===== config.mk =====
export PLATFORM = sky130hd
export DESIGN_NAME = lpc_ctrl
export DESIGN_NICKNAME = d
export VERILOG_FILES = /design/src/common/lpc_pkg.sv /design/src/core/lpc_sync.sv /design/src/core/lpc_clk_gate.sv /design/src/core/lpc_ctrl.sv
export SDC_FILE = /design/constraint.sdc
export NUM_CORES = 1
export LEC_CHECK = 0
export BUFFER_PORTS_ARGS = -buffer_cell sky130_fd_sc_hd__buf_2
export CAP_MARGIN = 30
export CORE_MARGIN = 1.5
export CORE_UTILIZATION = 45
export DETAILED_ROUTE_END_ITERATION = 10
export PLACE_DENSITY = 0.72
export RECOVER_POWER = 50
export SYNTH_ARGS = -nofsm -noshare
export SYNTH_HDL_FRONTEND = slang
export SYNTH_SLANG_ARGS = --single-unit

===== constraint.sdc =====
create_clock -name clk_in -period 1.2 [get_ports clk_in]
set_input_delay 0.24 -clock clk_in [delete_from_list [all_inputs] [get_ports clk_in]]
set_output_delay 0.24 -clock clk_in [all_outputs]
set_load 0.02 [all_outputs]

===== src/common/lpc_pkg.sv =====
/*
  Shared constants and state encodings for the low-power clock state
  controller. Assumes nothing of its surroundings beyond SystemVerilog.
*/
`default_nettype none
package lpc_pkg;
  // ==========================================================
  // Acknowledge transaction codes on the bus request lines
  localparam logic [1:0] LPC_ACK_NONE = 2'h0;
  localparam logic [1:0] LPC_ACK_HALT = 2'h1;
  localparam logic [1:0] LPC_ACK_MGMT = 2'h2;
  // ==========================================================
  // Reset release timing
  localparam int LPC_RESET_RELEASE_CLKS = 2;
  localparam logic [1:0] LPC_RESET_CNT_MAX = 2'h1;
  // ==========================================================
  // Synchroniser depth
  localparam int LPC_SYNC_STAGES = 2;
  // ==========================================================
  // Power state, one-hot
  typedef enum logic [4:0] {
    LPC_RUN     = 5'h01,
    LPC_HALT_AK = 5'h02,
    LPC_HALT    = 5'h04,
    LPC_SLEEP   = 5'h08,
    LPC_MGMT_AK = 5'h10
  } lpc_state_t;
endpackage : lpc_pkg
`default_nettype wire


===== src/core/lpc_sync.sv =====
/*
  Two-flop synchroniser for one asynchronous level.
  Assumes the input may change at any time relative to clk_in.
*/
`timescale 1ns/1ps
`default_nettype none
module lpc_sync #(
  parameter logic RESET_VAL = 1'b1
) (
  input wire logic clk_in,
  input wire logic resetn_in,
  input wire logic async_in,
  output logic sync_out
);
  import lpc_pkg::*;
  // ==========================================================
  // Stage storage
  typedef struct packed {
    logic meta;
    logic stable;
  } lpc_sync_st_t;
  lpc_sync_st_t st_r;
  lpc_sync_st_t st_nxt;

  // First stage feeds only the second stage
  always_comb begin
    st_nxt.meta = async_in;
    st_nxt.stable = st_r.meta;
  end

  // Constants only under reset
  always_ff @(posedge clk_in or negedge resetn_in) begin
    if (!resetn_in) begin
      st_r <= {RESET_VAL, RESET_VAL};
    end else begin
      st_r <= st_nxt;
    end
  end

  assign sync_out = st_r.stable;
endmodule : lpc_sync
`default_nettype wire


===== src/core/lpc_clk_gate.sv =====
/*
  Unit clock enable generator: turns the power state into enables for
  core, bus and interrupt-controller units. Assumes enables are used by
  glitch-free gating cells elsewhere.
*/
`timescale 1ns/1ps
`default_nettype none
module lpc_clk_gate (
  input wire logic clk_in,
  input wire logic resetn_in,
  input wire lpc_pkg::lpc_state_t state_in,
  output logic core_clk_en_out,
  output logic bus_clk_en_out,
  output logic icu_clk_en_out
);
  import lpc_pkg::*;
  // ==========================================================
  // Registered enables
  typedef struct packed {
    logic core_en;
    logic bus_en;
    logic icu_en;
  } lpc_gate_st_t;
  lpc_gate_st_t st_r;
  lpc_gate_st_t st_nxt;

  // Core stops only once the halt ack is out; sleep stops everything
  always_comb begin
    st_nxt.core_en = (state_in == LPC_RUN) || (state_in == LPC_HALT_AK)
                     || (state_in == LPC_MGMT_AK);
    st_nxt.bus_en = (state_in != LPC_SLEEP);
    st_nxt.icu_en = (state_in != LPC_SLEEP);
  end

  // Enabled from reset so the core can come up
  always_ff @(posedge clk_in or negedge resetn_in) begin
    if (!resetn_in) begin
      st_r <= '{core_en: 1'b1, bus_en: 1'b1, icu_en: 1'b1};
    end else begin
      st_r <= st_nxt;
    end
  end

  assign core_clk_en_out = st_r.core_en;
  assign bus_clk_en_out = st_r.bus_en;
  assign icu_clk_en_out = st_r.icu_en;
endmodule : lpc_clk_gate
`default_nettype wire


===== src/core/lpc_ctrl.sv =====
/*
  Low-power clock state controller: halt, sleep and management-mode
  entry. Assumes the chipset drives the three requests asynchronously,
  active low, and that the bus unit accepts a one-cycle acknowledge
  request and answers with ack_done_in.
*/
`timescale 1ns/1ps
`default_nettype none
module lpc_ctrl (
  input wire logic clk_in,
  input wire logic resetn_in,
  input wire logic clock_halt_request_n_in,
  input wire logic sleep_request_n_in,
  input wire logic mgmt_interrupt_n_in,
  input wire logic intr_pending_in,
  input wire logic snoop_req_in,
  input wire logic ack_done_in,
  input wire logic mgmt_exit_in,
  output logic [1:0] ack_type_out,
  output logic ack_req_out,
  output logic bus_out_en_out,
  output logic state_save_out,
  output logic management_mode_out,
  output logic handler_fetch_out,
  output logic service_intr_out,
  output logic snoop_accept_out,
  output logic intr_latch_out,
  output logic core_clk_en_out,
  output logic bus_clk_en_out,
  output logic icu_clk_en_out,
  output lpc_pkg::lpc_state_t state_out
);
  import lpc_pkg::*;
  // Counter end and release time must agree, or bus enable comes early or late
  if (int'(LPC_RESET_CNT_MAX) + 1 != LPC_RESET_RELEASE_CLKS) begin : g_rst
    $error("reset release count does not match counter end");
  end

  // ==========================================================
  // Synchronised requests
  logic halt_req_n;
  logic sleep_req_n;
  logic mgmt_req_n;

  // Async inputs, never used raw; they reach the clock enables only through the state
  lpc_sync #(.RESET_VAL(1'b1)) u_sync_halt (
    .clk_in(clk_in),
    .resetn_in(resetn_in),
    .async_in(clock_halt_request_n_in),
    .sync_out(halt_req_n)
  );
  lpc_sync #(.RESET_VAL(1'b1)) u_sync_sleep (
    .clk_in(clk_in),
    .resetn_in(resetn_in),
    .async_in(sleep_request_n_in),
    .sync_out(sleep_req_n)
  );
  lpc_sync #(.RESET_VAL(1'b1)) u_sync_mgmt (
    .clk_in(clk_in),
    .resetn_in(resetn_in),
    .async_in(mgmt_interrupt_n_in),
    .sync_out(mgmt_req_n)
  );

  // ==========================================================
  // State record
  typedef struct packed {
    lpc_state_t state;
    logic [1:0] ack_type;
    logic ack_req;
    logic mgmt;
    logic save;
    logic fetch;
    logic service;
    logic mgmt_prev_n;
    logic [1:0] rst_cnt;
    logic bus_en;
  } lpc_ctrl_st_t;
  lpc_ctrl_st_t st_r;
  lpc_ctrl_st_t st_nxt;

  // Falling edge of the synchronised management request
  logic mgmt_edge;
  assign mgmt_edge = st_r.mgmt_prev_n && !mgmt_req_n;

  // ==========================================================
  // Next-state logic
  always_comb begin
    st_nxt = st_r;
    st_nxt.ack_req = 1'b0;
    st_nxt.save = 1'b0;
    st_nxt.fetch = 1'b0;
    st_nxt.service = 1'b0;
    st_nxt.mgmt_prev_n = mgmt_req_n;
    // Bus outputs stay released until two clean clocks after reset
    if (st_r.rst_cnt != LPC_RESET_CNT_MAX) begin
      st_nxt.rst_cnt = st_r.rst_cnt + 2'h1;
    end else begin
      st_nxt.bus_en = 1'b1;
    end
    if (st_r.mgmt && mgmt_exit_in) begin
      st_nxt.mgmt = 1'b0;
    end
    case (st_r.state)
      LPC_RUN: begin
        if (!halt_req_n) begin
          st_nxt.state = LPC_HALT_AK;
          st_nxt.ack_type = LPC_ACK_HALT;
          st_nxt.ack_req = 1'b1;
        end else if (mgmt_edge && !st_r.mgmt) begin
          st_nxt.state = LPC_MGMT_AK;
          st_nxt.save = 1'b1;
          st_nxt.ack_type = LPC_ACK_MGMT;
          st_nxt.ack_req = 1'b1;
        end
        // Sleep request ignored here
      end
      LPC_HALT_AK: begin
        if (ack_done_in) begin
          st_nxt.state = LPC_HALT;
          st_nxt.ack_type = LPC_ACK_NONE;
        end
      end
      LPC_HALT: begin
        if (halt_req_n) begin
          st_nxt.state = LPC_RUN;
          st_nxt.service = intr_pending_in;
        end else if (!sleep_req_n) begin
          st_nxt.state = LPC_SLEEP;
        end
      end
      LPC_SLEEP: begin
        // Only sleep release matters; the halt request is not looked at meanwhile
        if (sleep_req_n) begin
          st_nxt.state = LPC_HALT;
        end
      end
      LPC_MGMT_AK: begin
        if (ack_done_in) begin
          st_nxt.state = LPC_RUN;
          st_nxt.ack_type = LPC_ACK_NONE;
          st_nxt.mgmt = 1'b1;
          st_nxt.fetch = 1'b1;
        end
      end
      default: begin
        st_nxt.state = LPC_RUN;
      end
    endcase
  end

  // Reset puts every field at a constant, bus outputs released
  always_ff @(posedge clk_in or negedge resetn_in) begin
    if (!resetn_in) begin
      st_r <= '{state: LPC_RUN, ack_type: LPC_ACK_NONE, ack_req: 1'b0,
                mgmt: 1'b0, save: 1'b0, fetch: 1'b0, service: 1'b0,
                mgmt_prev_n: 1'b1, rst_cnt: 2'h0, bus_en: 1'b0};
    end else begin
      st_r <= st_nxt;
    end
  end

  // ==========================================================
  // Unit clock enables
  lpc_clk_gate u_gate (
    .clk_in(clk_in),
    .resetn_in(resetn_in),
    .state_in(st_r.state),
    .core_clk_en_out(core_clk_en_out),
    .bus_clk_en_out(bus_clk_en_out),
    .icu_clk_en_out(icu_clk_en_out)
  );

  // Snoops and interrupts blocked only in sleep
  assign snoop_accept_out = snoop_req_in && (st_r.state != LPC_SLEEP);
  assign intr_latch_out = intr_pending_in && (st_r.state != LPC_SLEEP);
  assign ack_req_out = st_r.ack_req && st_r.bus_en;
  assign ack_type_out = st_r.ack_type;
  assign bus_out_en_out = st_r.bus_en;
  assign state_save_out = st_r.save;
  assign management_mode_out = st_r.mgmt;
  assign handler_fetch_out = st_r.fetch;
  assign service_intr_out = st_r.service;
  assign state_out = st_r.state;
endmodule : lpc_ctrl
`default_nettype wire


======== After elaboration in Yosys (flattened, before gate mapping) ========
Cells that the tools add are included.
word-level totals
  bits of input ports ..................... 9
  flip-flop bits (word level) ............. 24
cells by class
  $add $sub $neg .......................... 1
  reductions and logical operators ........ 13
  equality and inequality tests ........... 12
  mux-type cells .......................... 20
operator list
  operator             count
  $pmux 5 s5           1
  $mux 8               2
  $mux 5               3
  $mux 7               2
  $mux 1               11
  $logic_and 1x1->1    6
  $ne 3x3->1 const B   2
  $pmux 2 s3           1
  $eq 5x1->1 const B   1
  $eq 5x2->1 const B   1
  $eq 5x3->1 const B   1
  $eq 5x4->1 const B   1
  $eq 5x5->1 const B   1
  $ne 5x4->1 const B   1
  $reduce_and 5->1     1
  $ne 2x1->1 const B   2
  $ne 2x2->1 const B   2
  $reduce_and 4->1     1
  $reduce_bool 3->1    1
  $add 2x1->2 const B  1
  $logic_not 1->1      2
  $logic_or 1x1->1     2

======== Logic depth before layout (Yosys ltp) ========
Gate-level depths: netlist (run 1).
  depth after elaboration ................. 6
  gate-level depth with buffers ........... 5
  depth with buffers taken out ............ 4

======== By module ========
Synthesis (run 1) repeated with hierarchy kept, for this count alone.
second synthesis, totals
  cells, all modules ...................... 106
  area, all modules ....................... 1147.4 um2
by module, submodules not included
  module        area each (um2)  sequential area each (um2)  times used  cells an instance
  lpc_ctrl      889.6            402.9                       1           90
  lpc_sync      52.6             52.6                        3           2
  lpc_clk_gate  100.1            52.6                        1           10

======== Worst setup path before layout (run 1) ========
No wires, ideal clock.
  path kind ............................... reg2reg
  start point ............................. reg st_r, in the netlist state_out[0]
  end point ............................... reg st_r, in the netlist ack_type_out[0]
  arrival time ............................ 1.176 ns
  buffers on the path ..................... 1
  stages on the path, launching flop included .. 5
  clock period less this slack ............ 1.325 ns
  path slack .............................. -0.125 ns
  path through ............................ dfstp_2 -> buf_6 -> mux2i_1 -> o41ai_1 -> o221ai_1
on the way
  cells in the longest elaborated chain, start to end .. 3
  elaborated cells between the ends (all ways) .. 9
  classes of those cells .................. eq/ne: 6; mux: 1; reduce/logical: 2
RTL lines
  item                                                       line             RTL
  start, declared                                            lpc_ctrl.sv:79   lpc_ctrl_st_t st_r;
  start signal, assigned                                     lpc_ctrl.sv:155  st_r <= '{state: LPC_RUN, ack_type: LPC_ACK_NONE, ack_req: 1'b0,
  start signal, assigned                                     lpc_ctrl.sv:159  st_r <= st_nxt;
  $eq 5x1->1, or another cell as far along                   lpc_ctrl.sv:104  case (st_r.state)
  $ne 3x3->1 (no source line), or another cell as far along  n/a
  $reduce_and 4->1 (no source line)                          n/a
Parallel ways exist; a longest one is shown, timed or not.
A chain may end at the register's enable or synchronous reset.

==> results of run 1 <==
synth_stat cells (all sizes together):
| master | n |
|---|---|
| inv | 6 |
| nand4b | 2 |
| xnor2 | 2 |
| a2bb2oi | 1 |
| dfrtp | 14 |
| o22ai | 1 |
| and2b | 1 |
| o211a | 1 |
| nand3b | 1 |
| xor2 | 1 |
| ha | 1 |
| nor4b | 1 |
| nor2b | 2 |
| o21a | 1 |
| o41ai | 1 |
| nand4 | 1 |
| and2 | 3 |
| dfstp | 10 |
| nand2 | 5 |
| or2 | 2 |
| nor2 | 8 |
| nor3b | 2 |
| a21o | 1 |
| mux2i | 1 |
| buf | 12 |
| o21ai | 7 |
| nor3 | 2 |
| nand3 | 2 |
| a21oi | 2 |
| o221ai | 1 |
worst min-delay path by stage:
stage | startpoint | end | slack [ns] | depth (start not counted)
after floorplan | resetn_in | ack_type_out[0]$_DFFE_PN0P_ | -0.06 | 0
after detailed placement | resetn_in | handler_fetch_out$_DFF_PN0_ | 0.24 | 1
after global routing | mgmt_exit_in | management_mode_out$_DFF_PN0_ | 0.05 | 2
after global placement | resetn_in | state_out[2]$_DFFE_PN0P_ | 0.24 | 1
after CTS | mgmt_exit_in | management_mode_out$_DFF_PN0_ | 0.07 | 2
final | mgmt_exit_in | management_mode_out$_DFF_PN0_ | 0.07 | 2
state kept, by name, indices dropped and copies added, names as in the netlist:
name,flops
u_sync_sleep.st_nxt,1
handler_fetch_out,1
u_sync_sleep.sync_out,1
service_intr_out,1
bus_out_en_out,1
u_gate.bus_clk_en_out,1
state_out,5
state_save_out,1
u_gate.core_clk_en_out,1
management_mode_out,1
u_sync_halt.st_nxt,1
ack_type_out,2
st_r,4
u_sync_mgmt.sync_out,1
u_sync_mgmt.st_nxt,1
u_sync_halt.sync_out,1
through the flow:
stage	cells	hold slack (ns)	setup TNS, ns	utilization	worst slack [ns]
after global routing	176	0.0529	-5.46	0.754	-0.453
after floorplan	95	-0.0556	-0.0660	-	-0.0275
final	176	0.0659	-4.36	0.754	-0.403
after detailed placement	155	0.240	-0.712	0.579	-0.140
after CTS	172	0.0719	-3.15	0.713	-0.384
after global placement	155	0.243	-0.460	0.579	-0.0832
report_power, final:
part,internal (mW),total [mW],leakage (nW),switching [mW]
Sequential,0.981,1.09,0.280,0.111
Combinational,0.997,1.87,0.525,0.874
Clock,0.338,0.584,0.0279,0.246
final cells by class:
type,count,area (µm²),share of cell area
timing repair buffer,61,524,0.309
multi-input combinational,53,448,0.264
clock buffer,3,22.5,0.0133
tap,28,35.0,0.0206
sequential,24,617,0.363
clock inverter,1,30.0,0.0177
inverter,6,22.5,0.0133
worst max-delay path, delay by kind of cell, from the launching register on:
kind	cells	cell delay (ns)
flops	1	0.46
buf+inv	1	0.12
simple gates	3	0.46
per-layer routing:
| metal | routed length (µm) | up-vias | part of all wire |
|---|---|---|---|
| met5 | 0 | - | 0 |
| met1 | 1220 | 446 | 0.44 |
| met2 | 1390 | 27 | 0.50 |
| met4 | 70 | 0 | 0.025 |
| met3 | 103 | 8 | 0.037 |
| li1 | - | 419 | - |
cells by family (layout without fill, tap and decap cells):
kind of cell / after synthesis / after routing / synth area share
xor+xnor: 3 / 3 / 0.0241
simple gates: 32 / 32 / 0.183
flops: 24 / 24 / 0.563
mux: 1 / 1 / 0.00920
buf+inv: 18 / 71 / 0.114
compound gates: 16 / 16 / 0.0954
fa+ha+maj: 1 / 1 / 0.0115
what timing repair did:
| action | 4_1_cts | 5_1_grt |
|---|---|---|
| hold buffers | 4 | 0 |
| hold endpoints to repair | 17 | 0 |
| gates cloned | 0 | 0 |
| buffers inserted | 10 | 5 |
| pin swaps | 12 | 12 |
| endpoints found under the setup margin | 19 | 25 |
| gates resized for setup | 44 | 18 |
==> results by group, run 1 <==
GRT
  – Top Usage Layer GRT: met2
  – First-pass GRT wire length: 4080 µm
  – Pin count of the biggest net entering global routing: 25
  – GR Util met2: 0.340
  – GRT Total Usage: 0.213
  – Total gr overflow: 0
  – M1 GR Usage: 0.275
  – Vias in the first global route: 880
  – GR Util met3: 0.0371
  – Initial antenna violation count: 0

Route
  – Routed vias: 900
  – Final WL: 2780 µm
  – Initial DRC count: 21
  – DRC errors left: 0
  – Post-route antenna net violation count: 0
  – WL/cell: 15.8 µm
  – Drt first pass iters: 4
  – Vias per inst: 5.11

Setup path
  – Max stage delay on crit path: 0.46 ns
  – Crit-path max FO: 3
  – WP data arrival: 1.36 ns
  – Crit end category: primary output
  – Cells on worst reg2reg path: 6
  – Worst R2R Start: state_out[0]$_DFFE_PN1P_
  – R2R Setup Slk: -0.40 ns
  – CP endpoint: snoop_accept_out
  – CP Launch Point: state_out[1]$_DFFE_PN0P_
  – R2r endpoint: ack_type_out[0]$_DFFE_PN0P_
  – Cells along the critical path: nor3_4, nand2_2, and2_4, buf_6
  – CP startpoint kind: register
  – Worst Setup Path Type: reg2out
  – CP max stage cell: dfrtp_2
  – Critical Path RT: 0.96 ns

Pwr
  – Worst-case vdd ir drop: 1270 µV
  – PD cells: 2090 nW/µm²
  – Total power: 3.55 mW
  – P_leak: 0.833 nW

Cells and area
  – Commonest non-fill, non-tap cell in the layout: buf_6
  – Layout cells sized above 1: 0.669
  – # diodes: 0
  – Fillers: 157
  – Synth-to-Final Area Change: 56.1%
  – Leading cell types in the layout, fill and taps excluded: 25 x buf_6, 17 x buf_4, 14 x buf_2
  – Nets: 159
  – Final Cell Area: 1700 µm²

CTS
  – Bufs on Longest Clock Path: 2
  – TritonCTS Buffers: 3
  – CTS root buf: clkbuf_4
  – TritonCTS Sinks: 24
  – Clock Pin Slew Worst Setup and Hold Paths: 0.13 ns
  – CTS H-Tree Depth: 1
  – Clk_lat worst skew: 0.32 ns
  – CTS tree: built

Yosys
  – Post-synthesis cell count: 95
  – Synthesized area: 1090 µm²
  – Yosys top cell area share: 0.322
  – Synth Register Bits: 24
  – Synth top area cells: dfrtp_1 32%, dfstp_2 24%, buf_4 6.2%, o21ai_0 3.2%, buf_6 3.1%
  – Distinct cells, synth: 35
  – Syn nets: 105
  – Seq/Total Area, Yosys: 0.563
  – Syn_area_per_cell: 11.5 µm²
  – Cell taking the most area after synthesis: dfrtp_1
  – Warnings, synthesis: 0

Hold path
  – Hold Crit Class: in2reg

Run status
  – Failing checks: setup timing
  – Status: finished with violations

Floorplanning
  – Ports: 27
  – Row cnt: 17
  – Starting Density: 0.483
  – Core area: 2250 µm²
  – DIE AREA: 2720 µm²
  – Die Wd: 52.2 µm
  – Die Y: 52.2 µm

Timing
  – Max Freq: 624 MHz
  – RSZ-0062 raised after global routing: yes
  – Final Worst Setup Slack: -0.403 ns
  – Hold Vio Cnt, Final: 0
  – Final setup violation count: 23
  – Slew @ Worst Pin: 0.592 ns
  – Maximum clock skew at final layout: 0.00125 ns
  – Worst slew margin: 0.605
  – Min Clock Period, post-route: 1.60 ns
  – Slew Viols, Final: 0
  – Final Cycle Share: 1.34

Placement
  – Final GP Congestion: 0.947
  – I/O Buffers: 26
  – DP Wirelength: 1510 µm
  – Area post-placement: 1310 µm²

Flow run
  – # Max-Cap Violations: 0
Note: power is estimated with default switching activity, not from simulation.
==> run 2, diff against run 1 <==
PLACE_DENSITY = 0.69   (was 0.72)
clock period = 1.8 ns   (was 1.2 ns; I/O delays follow)
==> results by group, run 2 (synthesized netlist as in run 1, its figures left out) <==
Timing
  – Post-route setup TNS: 0 ns (+4.36 ns)
  – Max Freq: 582 MHz
  – Worst hold margin: 0.135 ns (+0.0693 ns)
  – Maximum clock skew at final layout: 0.00293 ns (+0.00168 ns)
  – Slew @ Worst Pin: 1.21 ns (+0.617 ns)
  – Slew Viols, Final: 0 (unchanged)
  – Final setup violation count: 0 (-100%)
  – Final Cycle Share: 0.954
  – Worst slew margin: 0.194 (-0.411)
  – Min Clock Period, post-route: 1.72 ns
  – Hold Vio Cnt, Final: 0 (unchanged)

Setup path
  – WP data arrival: 1.36 ns (about the same)
  – Crit-path max FO: 6 (+3)
  – R2r endpoint: ack_type_out[0]$_DFFE_PN0P_
  – Worst Setup Path Type: reg2out
  – CP Launch Point: state_out[2]$_DFFE_PN0P_
  – Crit end category: primary output
  – Worst R2R Start: state_out[0]$_DFFE_PN1P_
  – Cells on worst reg2reg path: 4 (-2)
  – CP endpoint: intr_latch_out
  – CP startpoint kind: register
  – Critical Path RT: 1.44 ns (+0.48 ns)
  – R2R Setup Slk: 0.27 ns (+0.67 ns)

Cells and area
  – Synth-to-Final Area Change: 16.6%
  – Layout cells sized above 1: 0.479 (-0.190)
  – Nets: 132 (-17%)
  – Final Cell Area: 1270 µm² (-25%)
  – Largest register FFs: 5 (unchanged)
  – Post-Layout Cell Count: 149 (-15%)
  – Leading cell types in the layout, fill and taps excluded: 24 x buf_2, 12 x dfrtp_1, 9 x buf_4, 9 x dfstp_2, 7 x o21ai_0
  – # diodes: 0 (unchanged)
  – Commonest non-fill, non-tap cell in the layout: buf_2

Pwr
  – Switching share of total power: 0.360 (+0.0126)
  – Part of the power in the clock network: 0.165 (about the same)
  – Comb power frac: 0.408 (-0.119)
  – PD cells: 1310 nW/µm² (-37%)
  – P_leak: 0.622 nW (-25%)
  – Sequential Power Share: 0.427 (+0.119)
  – Psw: 599 µW (-51%)
  – Cell Int Power: 1.07 mW (-54%)
  – Worst-case vdd ir drop: 808 µV (-36%)

Flow run
  – # Max-Cap Violations: 0 (unchanged)

Floorplanning
  – Starting Density: 0.483 (unchanged)
  – Ports: 27 (unchanged)
  – Die Y: 52.2 µm (unchanged)
  – Core area: 2250 µm² (unchanged)
  – Die Wd: 52.2 µm (unchanged)
  – DIE AREA: 2720 µm² (unchanged)
  – Row cnt: 17 (unchanged)

Placement
  – I/O Buffers: 26 (unchanged)
  – DP Wirelength: 1320 µm (-12%)
  – Final GP Congestion: 0.886 (-6.5%)
  – Area post-placement: 1170 µm² (-11%)
  – Post-placement cell count: 139 (-10%)

Hold path
  – Hold Crit Class: in2reg
  – Hold Crit Start: mgmt_interrupt_n_in

GRT
  – GRT Total Usage: 0.158 (-0.0553)
  – Pin count of the biggest net entering global routing: 25 (unchanged)
  – Initial antenna violation count: 0 (unchanged)
  – First-pass GRT wire length: 3080 µm (-24%)
  – Vias in the first global route: 681 (-23%)
  – Total gr overflow: 0 (unchanged)

CTS
  – Clock Pin Slew Worst Setup and Hold Paths: 0.12 ns (about the same)
  – # hold bufs at CTS: 0 (-4)
  – Bufs on Longest Clock Path: 2 (unchanged)
  – CTS H-Tree Depth: 1 (unchanged)
  – Clk_lat worst skew: 0.30 ns (-0.02 ns)
  – TritonCTS Sinks: 24 (unchanged)
  – CTS root buf: clkbuf_4
  – CTS tree: built
  – TritonCTS Buffers: 3 (unchanged)

Route
  – Post-route antenna net violation count: 0 (unchanged)
  – Routed vias: 748 (-17%)
  – Max layer used: met4
  – Met1 WL: 863 µm (-29%)
  – WL/cell: 12.2 µm (-23%)
  – Initial DRC count: 12 (-43%)
  – Drt first pass iters: 4 (unchanged)
  – DRC errors left: 0 (unchanged)
  – Met2 WL: 890 µm (-36%)
  – Routed wl met3: 59 µm (-43%)
  – Final WL: 1830 µm (-34%)
  – Vias per inst: 5.02 (-1.8%)

Run status
  – Status: completed
## run 2: changes by cell type in the layout (fill, tap and decap cells not counted), moves of 4 or more
cell and delta:
buf_4 -8, dlygate4sd3_1 -4, o21ai_0 +4, buf_2 +10
buf_6 -25
## run 2: worst min-delay path by stage
stage,endpoint,slack [ns],cells past startpoint
after global placement,u_sync_halt.sync_out$_DFF_PN1_,0.35,0
final,u_sync_mgmt.st_nxt[0]$_DFF_PN1_,0.14,1
after global routing,u_sync_mgmt.st_nxt[0]$_DFF_PN1_,0.11,1
after floorplan,ack_type_out[0]$_DFFE_PN0P_,0.06,0
after detailed placement,u_sync_sleep.sync_out$_DFF_PN1_,0.35,0
after CTS,state_out[2]$_DFFE_PN0P_,0.009,1
## run 2: metal layers
metal,track usage,up-vias
li1,-,366
met1,0.216,366
met2,0.236,14
met3,0.0343,2
met4,0.0812,0
met5,0,-
## run 2: what timing repair did
action,CTS,global route
buffers inserted,1,5
setup endpoints to repair,2,2
resized for setup,2,5
pin swaps,0,1
## run 2: through the flow
| stage | worst slack, ns | total power, mW | utilization |
|---|---|---|---|
| 6_report | 0.0832 | 1.67 | 0.563 |
| 5_1_grt | -0.00804 | 1.78 | 0.563 |
| 4_1_cts | 0.00403 | 1.64 | 0.540 |
| 3_5_place_dp | 0.257 | 1.34 | 0.518 |
| 3_3_place_gp | 0.303 | 1.33 | 0.518 |
| 2_1_floorplan | 0.394 | 1.28 | - |
## run 2: power groups by stage
stage / Sequential [mW] / Clock, mW / Combinational [mW]
5_1_grt: 0.721 / 0.311 / 0.745
3_5_place_dp: 0.745 / 0 / 0.594
6_report: 0.710 / 0.275 / 0.680
3_3_place_gp: 0.742 / 0 / 0.588
2_1_floorplan: 0.727 / 0 / 0.549
4_1_cts: 0.707 / 0.287 / 0.648
## run 2: area by class of cell
cell class,instances,area [µm²]
Clock buffer,4,36.3
Fill cell,199,986
Inverter,6,22.5
Multi-Input combinational cell,53,368
Sequential cell,24,616
Tap cell,28,35.0
Timing Repair Buffer,34,191
## run 2: critical path, stage by stage (launching register included)
cell	delay (ns)
dfrtp_2	0.46
nor2b_1	0.18
nand2_2	0.10
and2_1	0.16
buf_2	0.15
==> run 3, diff against run 2 <==
CORE_MARGIN = 2   (was 1.5)
CORE_UTILIZATION = 51   (was 45)
PLACE_DENSITY = 0.77   (was 0.69)
==> results by group, run 3 (synthesized netlist as in run 1, its figures left out) <==
CTS
  – TritonCTS Buffers: 3 (unchanged)
  – CTS tree: built
  – Clock Pin Slew Worst Setup and Hold Paths: 0.12 ns (about the same)
  – Bufs on Longest Clock Path: 2 (unchanged)
  – TritonCTS Sinks: 24 (unchanged)
  – CTS H-Tree Depth: 1 (unchanged)
  – Clk_lat worst skew: 0.30 ns (about the same)
  – CTS root buf: clkbuf_4
  – # hold bufs at CTS: 0 (unchanged)

GRT
  – Pin count of the biggest net entering global routing: 25 (unchanged)
  – Initial antenna violation count: 0 (unchanged)
  – First-pass GRT wire length: 3220 µm (+4.5%)
  – Total gr overflow: 0 (unchanged)
  – Vias in the first global route: 712 (+4.6%)
  – GRT Total Usage: 0.170 (+0.0120)

Pwr
  – PD cells: 1340 nW/µm² (+1.7%)
  – Worst-case vdd ir drop: 777 µV (-3.8%)
  – P_leak: 0.613 nW (-1.5%)

Timing
  – Max Freq: 590 MHz (+1.4%)
  – Final Cycle Share: 0.941 (-0.0128)
  – Slew @ Worst Pin: 1.25 ns (+0.0373 ns)
  – RSZ-0062 raised after global routing: no
  – Slew Viols, Final: 0 (unchanged)
  – Worst slew margin: 0.169 (-0.0249)
  – Hold Vio Cnt, Final: 0 (unchanged)
  – Final setup violation count: 0 (unchanged)
  – Final Worst Setup Slack: 0.106 ns (+0.0231 ns)
  – Post-route setup TNS: 0 ns (unchanged)
  – Min Clock Period, post-route: 1.69 ns (-0.0231 ns)
  – Maximum clock skew at final layout: 0.00326 ns (+0.000328 ns)

Flow run
  – # Max-Cap Violations: 0 (unchanged)

Setup path
  – Worst R2R Start: state_out[1]$_DFFE_PN0P_
  – CP top delay family: simple AND/OR/NAND/NOR gates
  – CP Buf/Inv Count: 1 (unchanged)
  – CP startpoint kind: register
  – WP data arrival: 1.33 ns (-0.03 ns)
  – Crit-path max FO: 4 (-2)
  – Crit end category: primary output
  – Cells along the critical path: nor3_4, nand2_2, and2_1, buf_2
  – R2R Setup Slk: 0.27 ns (about the same)
  – Critical Path RT: 1.44 ns (about the same)
  – R2r endpoint: state_out[0]$_DFFE_PN1P_
  – CP max stage cell: dfrtp_2
  – Worst Setup Path Type: reg2out
  – Max stage delay on crit path: 0.44 ns (-0.02 ns)
  – Cells on worst reg2reg path: 6 (+2)

Route
  – Drt first pass iters: 4 (unchanged)
  – Final WL: 1820 µm (-0.44%)
  – Routed vias: 743 (-0.67%)
  – Vias per inst: 5.05 (+0.68%)
  – Max layer used: met4
  – Initial DRC count: 4 (-8)
  – DRC errors left: 0 (unchanged)
  – Met2 WL: 888 µm (-0.22%)
  – WL/cell: 12.4 µm (+0.92%)
  – Post-route antenna net violation count: 0 (unchanged)
  – Met1 WL: 824 µm (-4.5%)
  – Routed wl met3: 67 µm (+14%)

Hold path
  – Hold Crit Class: in2reg
  – Hold Crit Start: mgmt_interrupt_n_in
  – Hold Path End: u_sync_mgmt.st_nxt[0]$_DFF_PN1_
  – Hold Path Depth: 1 (unchanged)

Cells and area
  – Largest register FFs: 5 (unchanged)
  – Finished Core Util: 0.634 (+0.0711)
  – Final Cell Area: 1260 µm² (-0.99%)
  – # diodes: 0 (unchanged)
  – Leading cell types in the layout, fill and taps excluded: 25 x buf_2, 11 x dfrtp_1, 9 x dfstp_2
  – Commonest non-fill, non-tap cell in the layout: buf_2
  – Layout cells sized above 1: 0.475 (-0.00434)
  – Nets: 131 (-0.76%)
  – Synth-to-Final Area Change: 15.4%

Floorplanning
  – Die Wd: 50.2 µm (-3.8%)
  – Core area: 1980 µm² (-12%)
  – DIE AREA: 2520 µm² (-7.5%)
  – Row cnt: 16 (-1)
  – Starting Density: 0.549 (+0.0664)
  – Die Y: 50.2 µm (-3.8%)
  – Ports: 27 (unchanged)

Placement
  – I/O Buffers: 26 (unchanged)
  – Final GP Congestion: 0.894 (+0.94%)
  – Dpl ws: 0.263 ns (+0.00657 ns)
  – DP Wirelength: 1320 µm (-0.43%)
  – Area post-placement: 1170 µm² (-0.11%)

Run status
  – Status: completed
run 3: cell count changes in the layout (fill, tap and decap cells not counted):
cell     before  now
and2_1        2    3
and2_4        1    0
buf_2        24   25
buf_4         9    7
dfrtp_1      12   11
dfrtp_2       2    3
run 3: what timing repair did:
| item | 4_1_cts | 5_1_grt |
|---|---|---|
| resized for setup | 3 | 3 |
| buffers inserted | 2 | 3 |
| setup endpoints to repair | 2 | 2 |
| pin swaps | 0 | 1 |
run 3: final cells by class:
cell class                      count  area [µm²]
Clock buffer                        4        36.3
Multi-Input combinational cell     53         365
Timing Repair Buffer               33         181
Tap cell                           27        33.8
Inverter                            6        22.5
Sequential cell                    24         617
Fill cell                         168         726
run 3: how the worst max path moves through the flow:
stage               slack (ns)          endpoint  cells past startpoint                      from
floorplan                 0.39    intr_latch_out                      4  state_out[4]$_DFFE_PN0P_
global route              0.01  snoop_accept_out                      4  state_out[1]$_DFFE_PN0P_
CTS                      0.002    intr_latch_out                      4  state_out[2]$_DFFE_PN0P_
detailed placement        0.26    intr_latch_out                      4  state_out[1]$_DFFE_PN0P_
finish                    0.11    intr_latch_out                      4  state_out[1]$_DFFE_PN0P_
global placement          0.28    intr_latch_out                      4  state_out[1]$_DFFE_PN0P_
run 3: per-stage QoR:
step,hold WS [ns],power (mW),instances
4_1_cts,0.00805,1.66,144
5_1_grt,0.110,1.80,147
3_3_place_gp,0.346,1.32,138
6_report,0.142,1.68,147
3_5_place_dp,0.347,1.34,138
2_1_floorplan,0.0644,1.28,95
run 3: power breakdown:
group          total (mW)  internal, mW  switching [mW]
clock network       0.268         0.123           0.145
registers           0.710         0.653          0.0572
logic               0.699         0.303           0.396
total                1.68          1.08           0.599
run 3: metal layers:
layer | up-vias | global-route usage
met5 | - | 0
met4 | 0 | 0.0880
met3 | 4 | 0.0179
met2 | 16 | 0.265
met1 | 360 | 0.235
li1 | 363 | -
